--- config.mk ---
export PLATFORM = sky130hd
export DESIGN_NAME = pmrc_top
export DESIGN_NICKNAME = d
export VERILOG_FILES = /design/src/hdl/pmrc_pkg.sv /design/src/hdl/pmrc_seq_if.sv /design/src/hdl/pmrc_seq.sv /design/src/hdl/pmrc_top.sv
export SDC_FILE = /design/constraint.sdc
export NUM_CORES = 1
export LEC_CHECK = 0
export ABC_AREA = 1
export BUFFER_PORTS_ARGS = -buffer_cell sky130_fd_sc_hd__buf_2
export CAP_MARGIN = 10
export CORE_AREA = 4 4 101 103
export DETAILED_ROUTE_END_ITERATION = 8
export DIE_AREA = 0 0 105 107
export PLACE_DENSITY = 0.6
export SYNTH_ARGS = -nofsm -noshare
export SYNTH_HDL_FRONTEND = slang
export SYNTH_SLANG_ARGS = --single-unit
--- constraint.sdc ---
create_clock -name CLK -period 1.5 [get_ports CLK]
set_input_delay 0.225 -clock CLK [delete_from_list [all_inputs] [get_ports CLK]]
set_output_delay 0.225 -clock CLK [all_outputs]
set_load 0.05 [all_outputs]
--- src/hdl/pmrc_pkg.sv ---
// Constants, register map and types of the program memory read controller.
// Assumes one clock, where one clock cycle stands for one instruction cycle.
`default_nettype none

package pmrc_pkg;

  // ---------------------------------------------------------------------
  // Widths
  // ---------------------------------------------------------------------
  localparam int PMRC_WORD_W    = 14;  // Width of one program word.
  localparam int PMRC_ADDR_W    = 12;  // Width of the fetch address.
  localparam int PMRC_HI_USED   = 4;   // Address high byte bits in use.
  localparam int PMRC_APB_AW    = 12;  // Width of the APB byte address.
  localparam int PMRC_RD_BIT    = 0;   // Position of the read trigger.
  localparam int PMRC_HI_DATA_W = 6;   // Word bits held in the high byte.

  // ---------------------------------------------------------------------
  // Register indices; the byte address is four times the index
  // ---------------------------------------------------------------------
  localparam logic [11:0] PMRC_IDX_DATA_LO = 12'h10C;
  localparam logic [11:0] PMRC_IDX_ADDR_LO = 12'h10D;
  localparam logic [11:0] PMRC_IDX_DATA_HI = 12'h10E;
  localparam logic [11:0] PMRC_IDX_ADDR_HI = 12'h10F;
  localparam logic [11:0] PMRC_IDX_CONTROL = 12'h18C;

  localparam logic [11:0] PMRC_BA_DATA_LO = {PMRC_IDX_DATA_LO[9:0], 2'b00};
  localparam logic [11:0] PMRC_BA_ADDR_LO = {PMRC_IDX_ADDR_LO[9:0], 2'b00};
  localparam logic [11:0] PMRC_BA_DATA_HI = {PMRC_IDX_DATA_HI[9:0], 2'b00};
  localparam logic [11:0] PMRC_BA_ADDR_HI = {PMRC_IDX_ADDR_HI[9:0], 2'b00};
  localparam logic [11:0] PMRC_BA_CONTROL = {PMRC_IDX_CONTROL[9:0], 2'b00};

  // ---------------------------------------------------------------------
  // Values after reset
  // ---------------------------------------------------------------------
  localparam logic [7:0]  PMRC_RST_BYTE = 8'h00;
  localparam logic [31:0] PMRC_RST_WORD = 32'h0000_0000;

  // Cycles from the trigger write to the read slot.
  localparam int PMRC_SLOT_DELAY = 2;

  // ---------------------------------------------------------------------
  // Types
  // ---------------------------------------------------------------------
  typedef enum logic [1:0] {PMRC_IDLE, PMRC_EXEC, PMRC_READ} pmrc_state_e;

  typedef enum logic [2:0] {
    PMRC_SEL_NONE, PMRC_SEL_DLO, PMRC_SEL_ALO,
    PMRC_SEL_DHI, PMRC_SEL_AHI, PMRC_SEL_CTL
  } pmrc_sel_e;

endpackage : pmrc_pkg

`default_nettype wire

--- src/hdl/pmrc_seq_if.sv ---
// Carrier between the register block and the read sequencer.
// Assumes both ends run on the same clock.
`default_nettype none

interface pmrc_seq_if;
  logic start;      // One-cycle request to begin a read.
  logic busy;       // A read is in flight.
  logic read_slot;  // The cycle taken over for the memory access.
  logic done;       // Last cycle of the read; data is captured at its end.

  modport seq (input start, output busy, output read_slot, output done);
  modport ctl (output start, input busy, input read_slot, input done);
endinterface : pmrc_seq_if

`default_nettype wire

--- src/hdl/pmrc_seq.sv ---
// Read sequencer: counts the instruction slots after a trigger.
// Assumes start is only raised while busy is low.
`default_nettype none

module pmrc_seq
(
  // Clock and reset
  input wire logic CLK,
  input wire logic RESET,
  // Link to the register block
  pmrc_seq_if.seq  SQ
);
  import pmrc_pkg::*;

  pmrc_state_e state_q;
  pmrc_state_e state_d;

  // Next state: one slot for the following instruction, then the read.
  always_comb begin
    state_d = state_q;
    case (state_q)
      PMRC_IDLE: begin
        if (SQ.start) begin
          state_d = PMRC_EXEC;
        end
      end
      PMRC_EXEC: state_d = PMRC_READ;
      PMRC_READ: state_d = PMRC_IDLE;
      default:   state_d = PMRC_IDLE;
    endcase
  end

  // State register.
  always_ff @(posedge CLK) begin
    if (RESET) begin
      state_q <= PMRC_IDLE;
    end else begin
      state_q <= state_d;
    end
  end

  // The read slot is also the completing cycle, so done equals it.
  assign SQ.busy      = (state_q != PMRC_IDLE);
  assign SQ.read_slot = (state_q == PMRC_READ);
  assign SQ.done      = (state_q == PMRC_READ);
endmodule : pmrc_seq

`default_nettype wire

--- src/hdl/pmrc_top.sv ---
// Program memory read controller with an APB register slave.
// Assumes one clock cycle per instruction cycle, and a program memory that
// returns the word combinationally while MEM_RD is high.
`default_nettype none

// Operation
// - Each 14-bit fetched word spans two byte-wide data registers.
// - The 12-bit fetch address joins the high and low address bytes.
// - Address high byte bits beyond the implemented memory are ignored.
// - Software can set but not clear the trigger; completion clears it.
// - The second instruction cycle after the trigger is used for the read.
// - The second instruction after the trigger is dropped, not the first.
// - The word is in both data registers in the cycle after the read slot.
// - The data registers keep the word until the next read or a write.
// - The high data register carries word bits 13 to 8 in its bits 5 to 0.
// - Reads proceed normally while code protection is active.
module pmrc_top
(
  // Clock and reset
  input  wire logic                              CLK,
  input  wire logic                              RESET,
  // APB slave
  input  wire logic                              PSEL,
  input  wire logic                              PENABLE,
  input  wire logic                              PWRITE,
  input  wire logic [pmrc_pkg::PMRC_APB_AW-1:0]  PADDR,
  input  wire logic [31:0]                       PWDATA,
  output var  logic [31:0]                       PRDATA,
  output var  logic                              PREADY,
  output var  logic                              PSLVERR,
  // Program memory array
  output var  logic [pmrc_pkg::PMRC_ADDR_W-1:0]  MEM_ADDR,
  output var  logic                              MEM_RD,
  input  wire logic [pmrc_pkg::PMRC_WORD_W-1:0]  MEM_DATA,
  // Processor core
  input  wire logic                              CODE_PROTECT,
  output var  logic                              SUPPRESS_EXEC
);
  import pmrc_pkg::*;

  // -----------------------------------------------------------------------
  // Declarations
  // -----------------------------------------------------------------------
  logic [7:0]  data_lo_q;
  logic [7:0]  data_hi_q;
  logic [7:0]  addr_lo_q;
  logic [7:0]  addr_hi_q;
  logic        trig_q;
  logic [31:0] prdata_q;
  logic        setup_rd;
  logic        acc;
  logic        wr_acc;
  pmrc_sel_e   sel;

  pmrc_seq_if sq ();

  // -----------------------------------------------------------------------
  // Address decode
  // -----------------------------------------------------------------------

  // Maps a byte address to a register; used by both read and write paths.
  function automatic pmrc_sel_e sel_of(input logic [PMRC_APB_AW-1:0] a);
    pmrc_sel_e s;
    s = PMRC_SEL_NONE;
    case (a)
      PMRC_BA_DATA_LO: s = PMRC_SEL_DLO;
      PMRC_BA_ADDR_LO: s = PMRC_SEL_ALO;
      PMRC_BA_DATA_HI: s = PMRC_SEL_DHI;
      PMRC_BA_ADDR_HI: s = PMRC_SEL_AHI;
      PMRC_BA_CONTROL: s = PMRC_SEL_CTL;
      default:         s = PMRC_SEL_NONE;
    endcase
    return s;
  endfunction : sel_of

  // Bus phases; the slave never inserts wait states.
  assign sel      = sel_of(PADDR);
  assign setup_rd = PSEL && !PENABLE && !PWRITE;
  assign acc      = PSEL && PENABLE;
  assign wr_acc   = acc && PWRITE;

  // -----------------------------------------------------------------------
  // APB answer
  // -----------------------------------------------------------------------

  // Handshake outputs are combinational; unmapped addresses flag an error.
  assign PREADY  = 1'b1;
  assign PSLVERR = acc && (sel == PMRC_SEL_NONE);

  // Read data is sampled in the setup cycle so PRDATA comes from a flop
  // and is steady through the access cycle.
  always_ff @(posedge CLK) begin
    if (RESET) begin
      prdata_q <= PMRC_RST_WORD;
    end else if (setup_rd) begin
      case (sel)
        PMRC_SEL_DLO: prdata_q <= {24'h00_0000, data_lo_q};
        PMRC_SEL_ALO: prdata_q <= {24'h00_0000, addr_lo_q};
        PMRC_SEL_DHI: prdata_q <= {24'h00_0000, data_hi_q};
        PMRC_SEL_AHI: prdata_q <= {24'h00_0000, addr_hi_q};
        PMRC_SEL_CTL: prdata_q <= {31'h0000_0000, trig_q};
        default:      prdata_q <= PMRC_RST_WORD;
      endcase
    end
  end

  assign PRDATA = prdata_q;

  // -----------------------------------------------------------------------
  // Address registers
  // -----------------------------------------------------------------------

  // Both bytes are plain storage; a change during a read in flight takes
  // effect for that read only if it lands before the read slot.
  always_ff @(posedge CLK) begin
    if (RESET) begin
      addr_lo_q <= PMRC_RST_BYTE;
    end else if (wr_acc && sel == PMRC_SEL_ALO) begin
      addr_lo_q <= PWDATA[7:0];
    end
  end

  always_ff @(posedge CLK) begin
    if (RESET) begin
      addr_hi_q <= PMRC_RST_BYTE;
    end else if (wr_acc && sel == PMRC_SEL_AHI) begin
      addr_hi_q <= PWDATA[7:0];
    end
  end

  // The high byte reads back whole, but only its low bits reach memory.
  assign MEM_ADDR = {addr_hi_q[PMRC_HI_USED-1:0], addr_lo_q};

  // -----------------------------------------------------------------------
  // Read trigger
  // -----------------------------------------------------------------------

  // A write of one to the trigger bit starts a read unless one is running.
  assign sq.start = wr_acc && (sel == PMRC_SEL_CTL)
                    && PWDATA[PMRC_RD_BIT] && !trig_q;

  // Writing zero never clears the bit; only completion does.
  always_ff @(posedge CLK) begin
    if (RESET) begin
      trig_q <= 1'b0;
    end else if (sq.done) begin
      trig_q <= 1'b0;
    end else if (sq.start) begin
      trig_q <= 1'b1;
    end
  end

  // -----------------------------------------------------------------------
  // Sequencer and memory access
  // -----------------------------------------------------------------------

  // Timing of one read, counted in instruction cycles from the edge that
  // takes the trigger write:
  //   cycle 1  the instruction after the trigger runs as usual;
  //   cycle 2  MEM_RD and SUPPRESS_EXEC are high and the word is fetched;
  //   cycle 3  both data registers hold the word and the trigger reads 0.
  // The address bytes are not latched at the trigger, so a write to them
  // before cycle 2 changes the location that is read.
  pmrc_seq pmrc_seq_inst (
    .CLK   (CLK),
    .RESET (RESET),
    .SQ    (sq.seq)
  );

  // Code protection only guards external readout, so it does not gate the
  // internal fetch; the input is kept for the checks below.
  assign MEM_RD        = sq.read_slot;
  assign SUPPRESS_EXEC = sq.read_slot;

  // -----------------------------------------------------------------------
  // Data registers
  // -----------------------------------------------------------------------

  // The fetched word wins over a software write in the same cycle, so a
  // completed read is never lost.
  always_ff @(posedge CLK) begin
    if (RESET) begin
      data_lo_q <= PMRC_RST_BYTE;
    end else if (sq.done) begin
      data_lo_q <= MEM_DATA[7:0];
    end else if (wr_acc && sel == PMRC_SEL_DLO) begin
      data_lo_q <= PWDATA[7:0];
    end
  end

  // Bits 7 and 6 are never stored as ones, so they always read zero.
  always_ff @(posedge CLK) begin
    if (RESET) begin
      data_hi_q <= PMRC_RST_BYTE;
    end else if (sq.done) begin
      data_hi_q <= {2'b00, MEM_DATA[PMRC_WORD_W-1:8]};
    end else if (wr_acc && sel == PMRC_SEL_DHI) begin
      data_hi_q <= {2'b00, PWDATA[PMRC_HI_DATA_W-1:0]};
    end
  end
endmodule : pmrc_top

`default_nettype wire

* Word level (Yosys, flattened, before mapping)
Index checks and enable logic that the tools add are counted.
** Operators by class
- Equal/unequal tests :: 13
- Reductions and logical operators :: 20
- Mux-type cells :: 8
** Operator list (count)
- 12-bit by 11-bit == test with 1-bit output (second input constant) :: 5
- 8-bit case mux with 5 select lines :: 1
- 8-bit 2-to-1 mux :: 2
- 3-bit case mux with 5 select lines :: 1
- 1-bit logical AND :: 12
- 6-bit 2-to-1 mux :: 2
- 3-bit by 2-bit == test with 1-bit output (second input constant) :: 2
- 3-bit == test (second input constant) :: 2
- 2-bit case mux with 2 select lines :: 1
- 2-bit nonzero test :: 2
- 3-bit by 1-bit == test with 1-bit output (second input constant) :: 1
- 1-bit zero test :: 3
- 3-bit zero test :: 1
- 2-bit by 1-bit == test with 1-bit output (second input constant) :: 1
- 2-bit == test (second input constant) :: 1
- 2-bit zero test :: 1
- 2-bit 2-to-1 mux :: 1
- 2-bit by 1-bit inequality test with 1-bit output (second input constant) :: 1
- 2-bit OR reduction :: 1
** Storage, ports and cells
- Word-level logic and storage cells :: 48
- Register bits :: 65

* Depth between registers and ports, before layout
- Depth in word-level cells :: 8
- Depth in mapped cells :: 11
- Depth with buffers taken out :: 10

* Cells and area by module
Synthesis repeated with hierarchy kept, for this count alone.
** Second synthesis, totals
- Cell total of the unflattened synthesis :: 328
- Area total of the unflattened synthesis :: 2347.3 um^2
** Modules (own cells, without submodules)
- pmrc_top :: area each 2260.9 um^2, cells an instance 316, sequential area each 780.7 um^2, instances 1
- pmrc_seq :: area each 86.3 um^2, cells an instance 12, sequential area each 40.0 um^2, instances 1

* Worst setup path after synthesis
Ideal clock, no wire load.
- Path kind :: input to output
- From :: in PADDR[5] (netlist name)
- To :: out PSLVERR
- Cell stages on the path :: 8
- Buffers on the path :: 1
- Data required time :: 1.275 ns
- Slack :: -0.691 ns
- Data arrival time :: 1.966 ns
- Cell sequence :: nand2_1 inv_2 nand2_4 nor2_2 buf_4 nand2_1 nand3_1 a211oi_1
** On the way
- Longest elaborated chain between the ends :: 4
- Elaborated cells between the ends (all ways) :: 8
- Classes of those cells :: eq/ne (5); mux (1); reduce/logical (2)
** Ends and longest elaborated chain
- start, declared :: line pmrc_top.sv:26 : input wire logic [pmrc_pkg::PMRC_APB_AW-1:0] PADDR,
- 12-bit by 11-bit == test with 1-bit output :: line pmrc_top.sv:65 : case (a)
- 3-bit case mux with 5 select lines (*) :: line pmrc_top.sv:65
- 3-bit zero test (*) :: line pmrc_top.sv:88 : assign PSLVERR = acc && (sel == PMRC_SEL_NONE);
- 1-bit logical AND (*) :: line pmrc_top.sv:88
- end, declared :: line pmrc_top.sv:30 : output var logic PSLVERR,
Mark *: on every way between the ends. The rest lies on a longest branch, timed or not.

* Worst setup path after layout
- From :: reg pmrc_seq_inst.state_q[1]
- To :: out MEM_RD
** On the way
- Longest elaborated chain between the ends :: 1
** Ends and longest elaborated chain
- start, declared :: line pmrc_seq.sv:15 : pmrc_state_e state_q;
- start signal, assigned :: line pmrc_seq.sv:38 : state_q <= state_d;
- 2-bit == test :: line pmrc_seq.sv:44 : assign SQ.read_slot = (state_q == PMRC_READ);
- end, declared :: line pmrc_top.sv:33 : output var logic MEM_RD,
Every way passes these cells.

==> impl_metrics.env <==
export IMPL_status="finished, final reports clean"
export IMPL_yosys_area_top_type_share_pct=36.2
export IMPL_first_pass_iters=4
export IMPL_fin_cells=488
export IMPL_h_tree_depth=2
export IMPL_wl_per_cell_um=12.9
export IMPL_hold_start="MEM_DATA[0]"
export IMPL_cts_root_buf="clkbuf_8"
export IMPL_p_per_area_nw_per_um2=787
export IMPL_synth_warnings=0
export IMPL_mappedNetlistArea_um2=2270
export IMPL_numCtsBuffers=5
export IMPL_ios=112
export IMPL_final_common_cell="nand2_1"
export IMPL_port_buffers=61
export IMPL_final_area_um2=2790
export IMPL_critPathTopFamily="buffers and inverters"
export IMPL_postCtsSetupBuffers=0
export IMPL_setup_viol=0
export IMPL_post_route_period_util_pct=94.8
export IMPL_r2r_start="pmrc_seq_inst.state_q[1]$_SDFFE_PP0P_"
export IMPL_yosysSeqAreaShare_pct=36.2
export IMPL_p_leak_nw=1.28
export IMPL_finalPower_mw=2.20
export IMPL_grt_usage_pct=11.6
export IMPL_clkLatencyLatePin_ns=0.30
export IMPL_fp_dieArea_um2=11200
export IMPL_num_antenna_cells=0
export IMPL_reg2reg_slack_ns=0.23
export IMPL_cp_start_kind="flop"
export IMPL_grt_pass1_vias=2106
export IMPL_slowest_delay_ns=0.35
export IMPL_synth_seq_cells=41
export IMPL_fillers=1010
export IMPL_max_vdd_ir_drop_mv=0.441
export IMPL_fp_row_count=35
export IMPL_maxCapViolCount=0
export IMPL_rr_endpoint="data_lo_q[2]$_SDFFE_PP0P_"
export IMPL_layout_common_cells="nand2_1, buf_2, dfxtp_1"
export IMPL_cp_max_fo=18
export IMPL_grt_max_degree=26
export IMPL_end_kind="output port"
export IMPL_overflow=0
export IMPL_postSynthCellCount=311
export IMPL_nets=440
export IMPL_fp_dieH_um=107
export IMPL_drtIter0Drc=125
export IMPL_fp_dieW_um=105
export IMPL_place_congestion=0.810
export IMPL_crit_required_ns=1.27
export IMPL_initial_utilization_pct=24.7
export IMPL_cp_depth=4
export IMPL_hold_class="input port to flop"
export IMPL_path_buf_inv=3
export IMPL_dpl_cell_count=480
export IMPL_clkSinkCount=41
export IMPL_grt_antenna_before_repair=0
export IMPL_ant_nets=0
export IMPL_whs_path_depth=3
export IMPL_avgSynthCellArea_um2=7.30
export IMPL_path_class="flop to output port"
export IMPL_vias=2190
export IMPL_grt_pass1_wl_um=10400
export IMPL_ff2ff_path_depth=7
export IMPL_ys_top_cells_by_area="dfxtp_1, nand2_1, buf_4"
export IMPL_cp_slowest_cell="dfxtp_1"
export IMPL_timing_fmax_ghz=0.703
export IMPL_worstPathCellList="inv_2 > nor2_2 > buf_12 > buf_4"
export IMPL_wirelength_um=6320
export IMPL_cp_arrival_ns=1.20
export IMPL_post_dp_cell_area_um2=2670
export IMPL_syn2layout_area_growth_pct=23.1
export IMPL_ys_types=28
export IMPL_cts_max_path_buffers=2
export IMPL_hold_end="data_lo_q[0]$_SDFFE_PP0P_"
export IMPL_core_region_area_um2=9200
export IMPL_drc_errors=0
export IMPL_via_per_inst=4.49
export IMPL_path_clk_slew_ns=0.08
export IMPL_drv_slew=0
export IMPL_finalHoldViolCount=0
export IMPL_rsz0062_at_grt="false"
export IMPL_period_needed_ns=1.42
export IMPL_drive_above_1_share_pct=31.0
export IMPL_dp_hpwl_um=5090
export IMPL_synth_top_area_cell="dfxtp_1"
export IMPL_cts_tree="done"
export IMPL_fin_skew_ns=0.00896
-- through the flow --
step | setup TNS [ns] | util (%) | setup slack, ns | hold slack, ns
6_report | 0 | 30.4 | 0.0784 | 0.183
5_1_grt | 0 | 30.4 | 0.00606 | 0.192
4_1_cts | 0 | 30.3 | 0.0499 | 0.178
3_5_place_dp | -1.06 | 29.0 | -0.0941 | 0.439
3_3_place_gp | -0.312 | 29.0 | -0.0524 | 0.426
2_1_floorplan | 0 | - | 0.00265 | 0.372
-- area by class of cell --
| type | count | area (um2) | share of cell area (%) |
|---|---|---|---|
| Multi-Input combinational cell | 233 | 1200 | 42.9 |
| Sequential cell | 41 | 821 | 29.4 |
| Timing Repair Buffer | 77 | 462 | 16.5 |
| Tap cell | 111 | 139 | 4.97 |
| Clock buffer | 7 | 96.3 | 3.45 |
| Inverter | 18 | 72.6 | 2.60 |
| Clock inverter | 1 | 5.00 | 0.179 |
-- kinds of logic (layout without fill, tap and decap cells) --
group                  after synthesis  after routing  share of synthesized area, %
AO/OA/AOI/OAI                       55             55                          13.0
buffers and inverters               60            103                          16.9
flip-flops                          41             41                          36.2
other                                2             25                         0.331
AND/OR/NAND/NOR                    153            153                          33.6
-- worst max path at each step --
stage                                          startpoint                         to
finish              pmrc_seq_inst.state_q[1]$_SDFFE_PP0P_                     MEM_RD
global route                                     PADDR[5]                    PSLVERR
CTS                                              PADDR[5]                    PSLVERR
detailed placement                               PADDR[7]  data_lo_q[0]$_SDFFE_PP0P_
global placement                                 PADDR[5]                    PSLVERR
floorplan                                        PADDR[5]                    PSLVERR
-- cells in the mapped netlist --
library cell / number
buf_6: 2
a21oi_1: 24
dfxtp_1: 41
nor3_2: 1
inv_1: 12
buf_8: 1
buf_4: 33
nor3_1: 2
o21ai_0: 9
nor2_4: 4
buf_1: 1
inv_2: 4
conb_1: 2
inv_4: 2
a211oi_1: 1
nand3_2: 3
nor2_2: 4
nand2_4: 3
buf_2: 2
a31oi_1: 14
nand2_1: 84
nand4_1: 5
clkbuf_1: 3
o21ai_1: 7
nor2_1: 6
nand3_1: 35
nand2_2: 4
nor2_8: 2
-- flip-flops by register name (all words and copies together), names as in the netlist --
name / count
data_hi_q: 6
pmrc_seq_inst.state_q: 2
addr_lo_q: 8
trig_q: 1
addr_hi_q: 8
data_lo_q: 8
PRDATA: 8
-- worst register-to-register path: stages (launching register included) --
cell and delay, ns:
dfxtp_1 0.35, inv_2 0.05, nor2_2 0.12, buf_12 0.16, inv_4 0.08, nand2_4 0.16
o21ai_0 0.12, a31oi_1 0.15
-- report_power, final --
part | internal [mW] | switching (mW)
Clock | 0.416 | 0.394
Sequential | 1.09 | 0.0000241
Combinational | 0.0656 | 0.236
Total | 1.57 | 0.629
-- layer usage --
metal | track usage (%) | share of wire (%)
met5 | 0 | 0
met3 | 2.71 | 7.2
met1 | 14.9 | 45
met2 | 19.1 | 46
met4 | 3.75 | 1.4
-- timing repair --
action,in CTS,in global routing
hold buffers,0,0
resized for setup,4,2
endpoints found under the hold margin,0,0
cloned,0,0
setup endpoints to repair,3,3
pin swaps,1,1
Power figures use the tool's default switching activity.
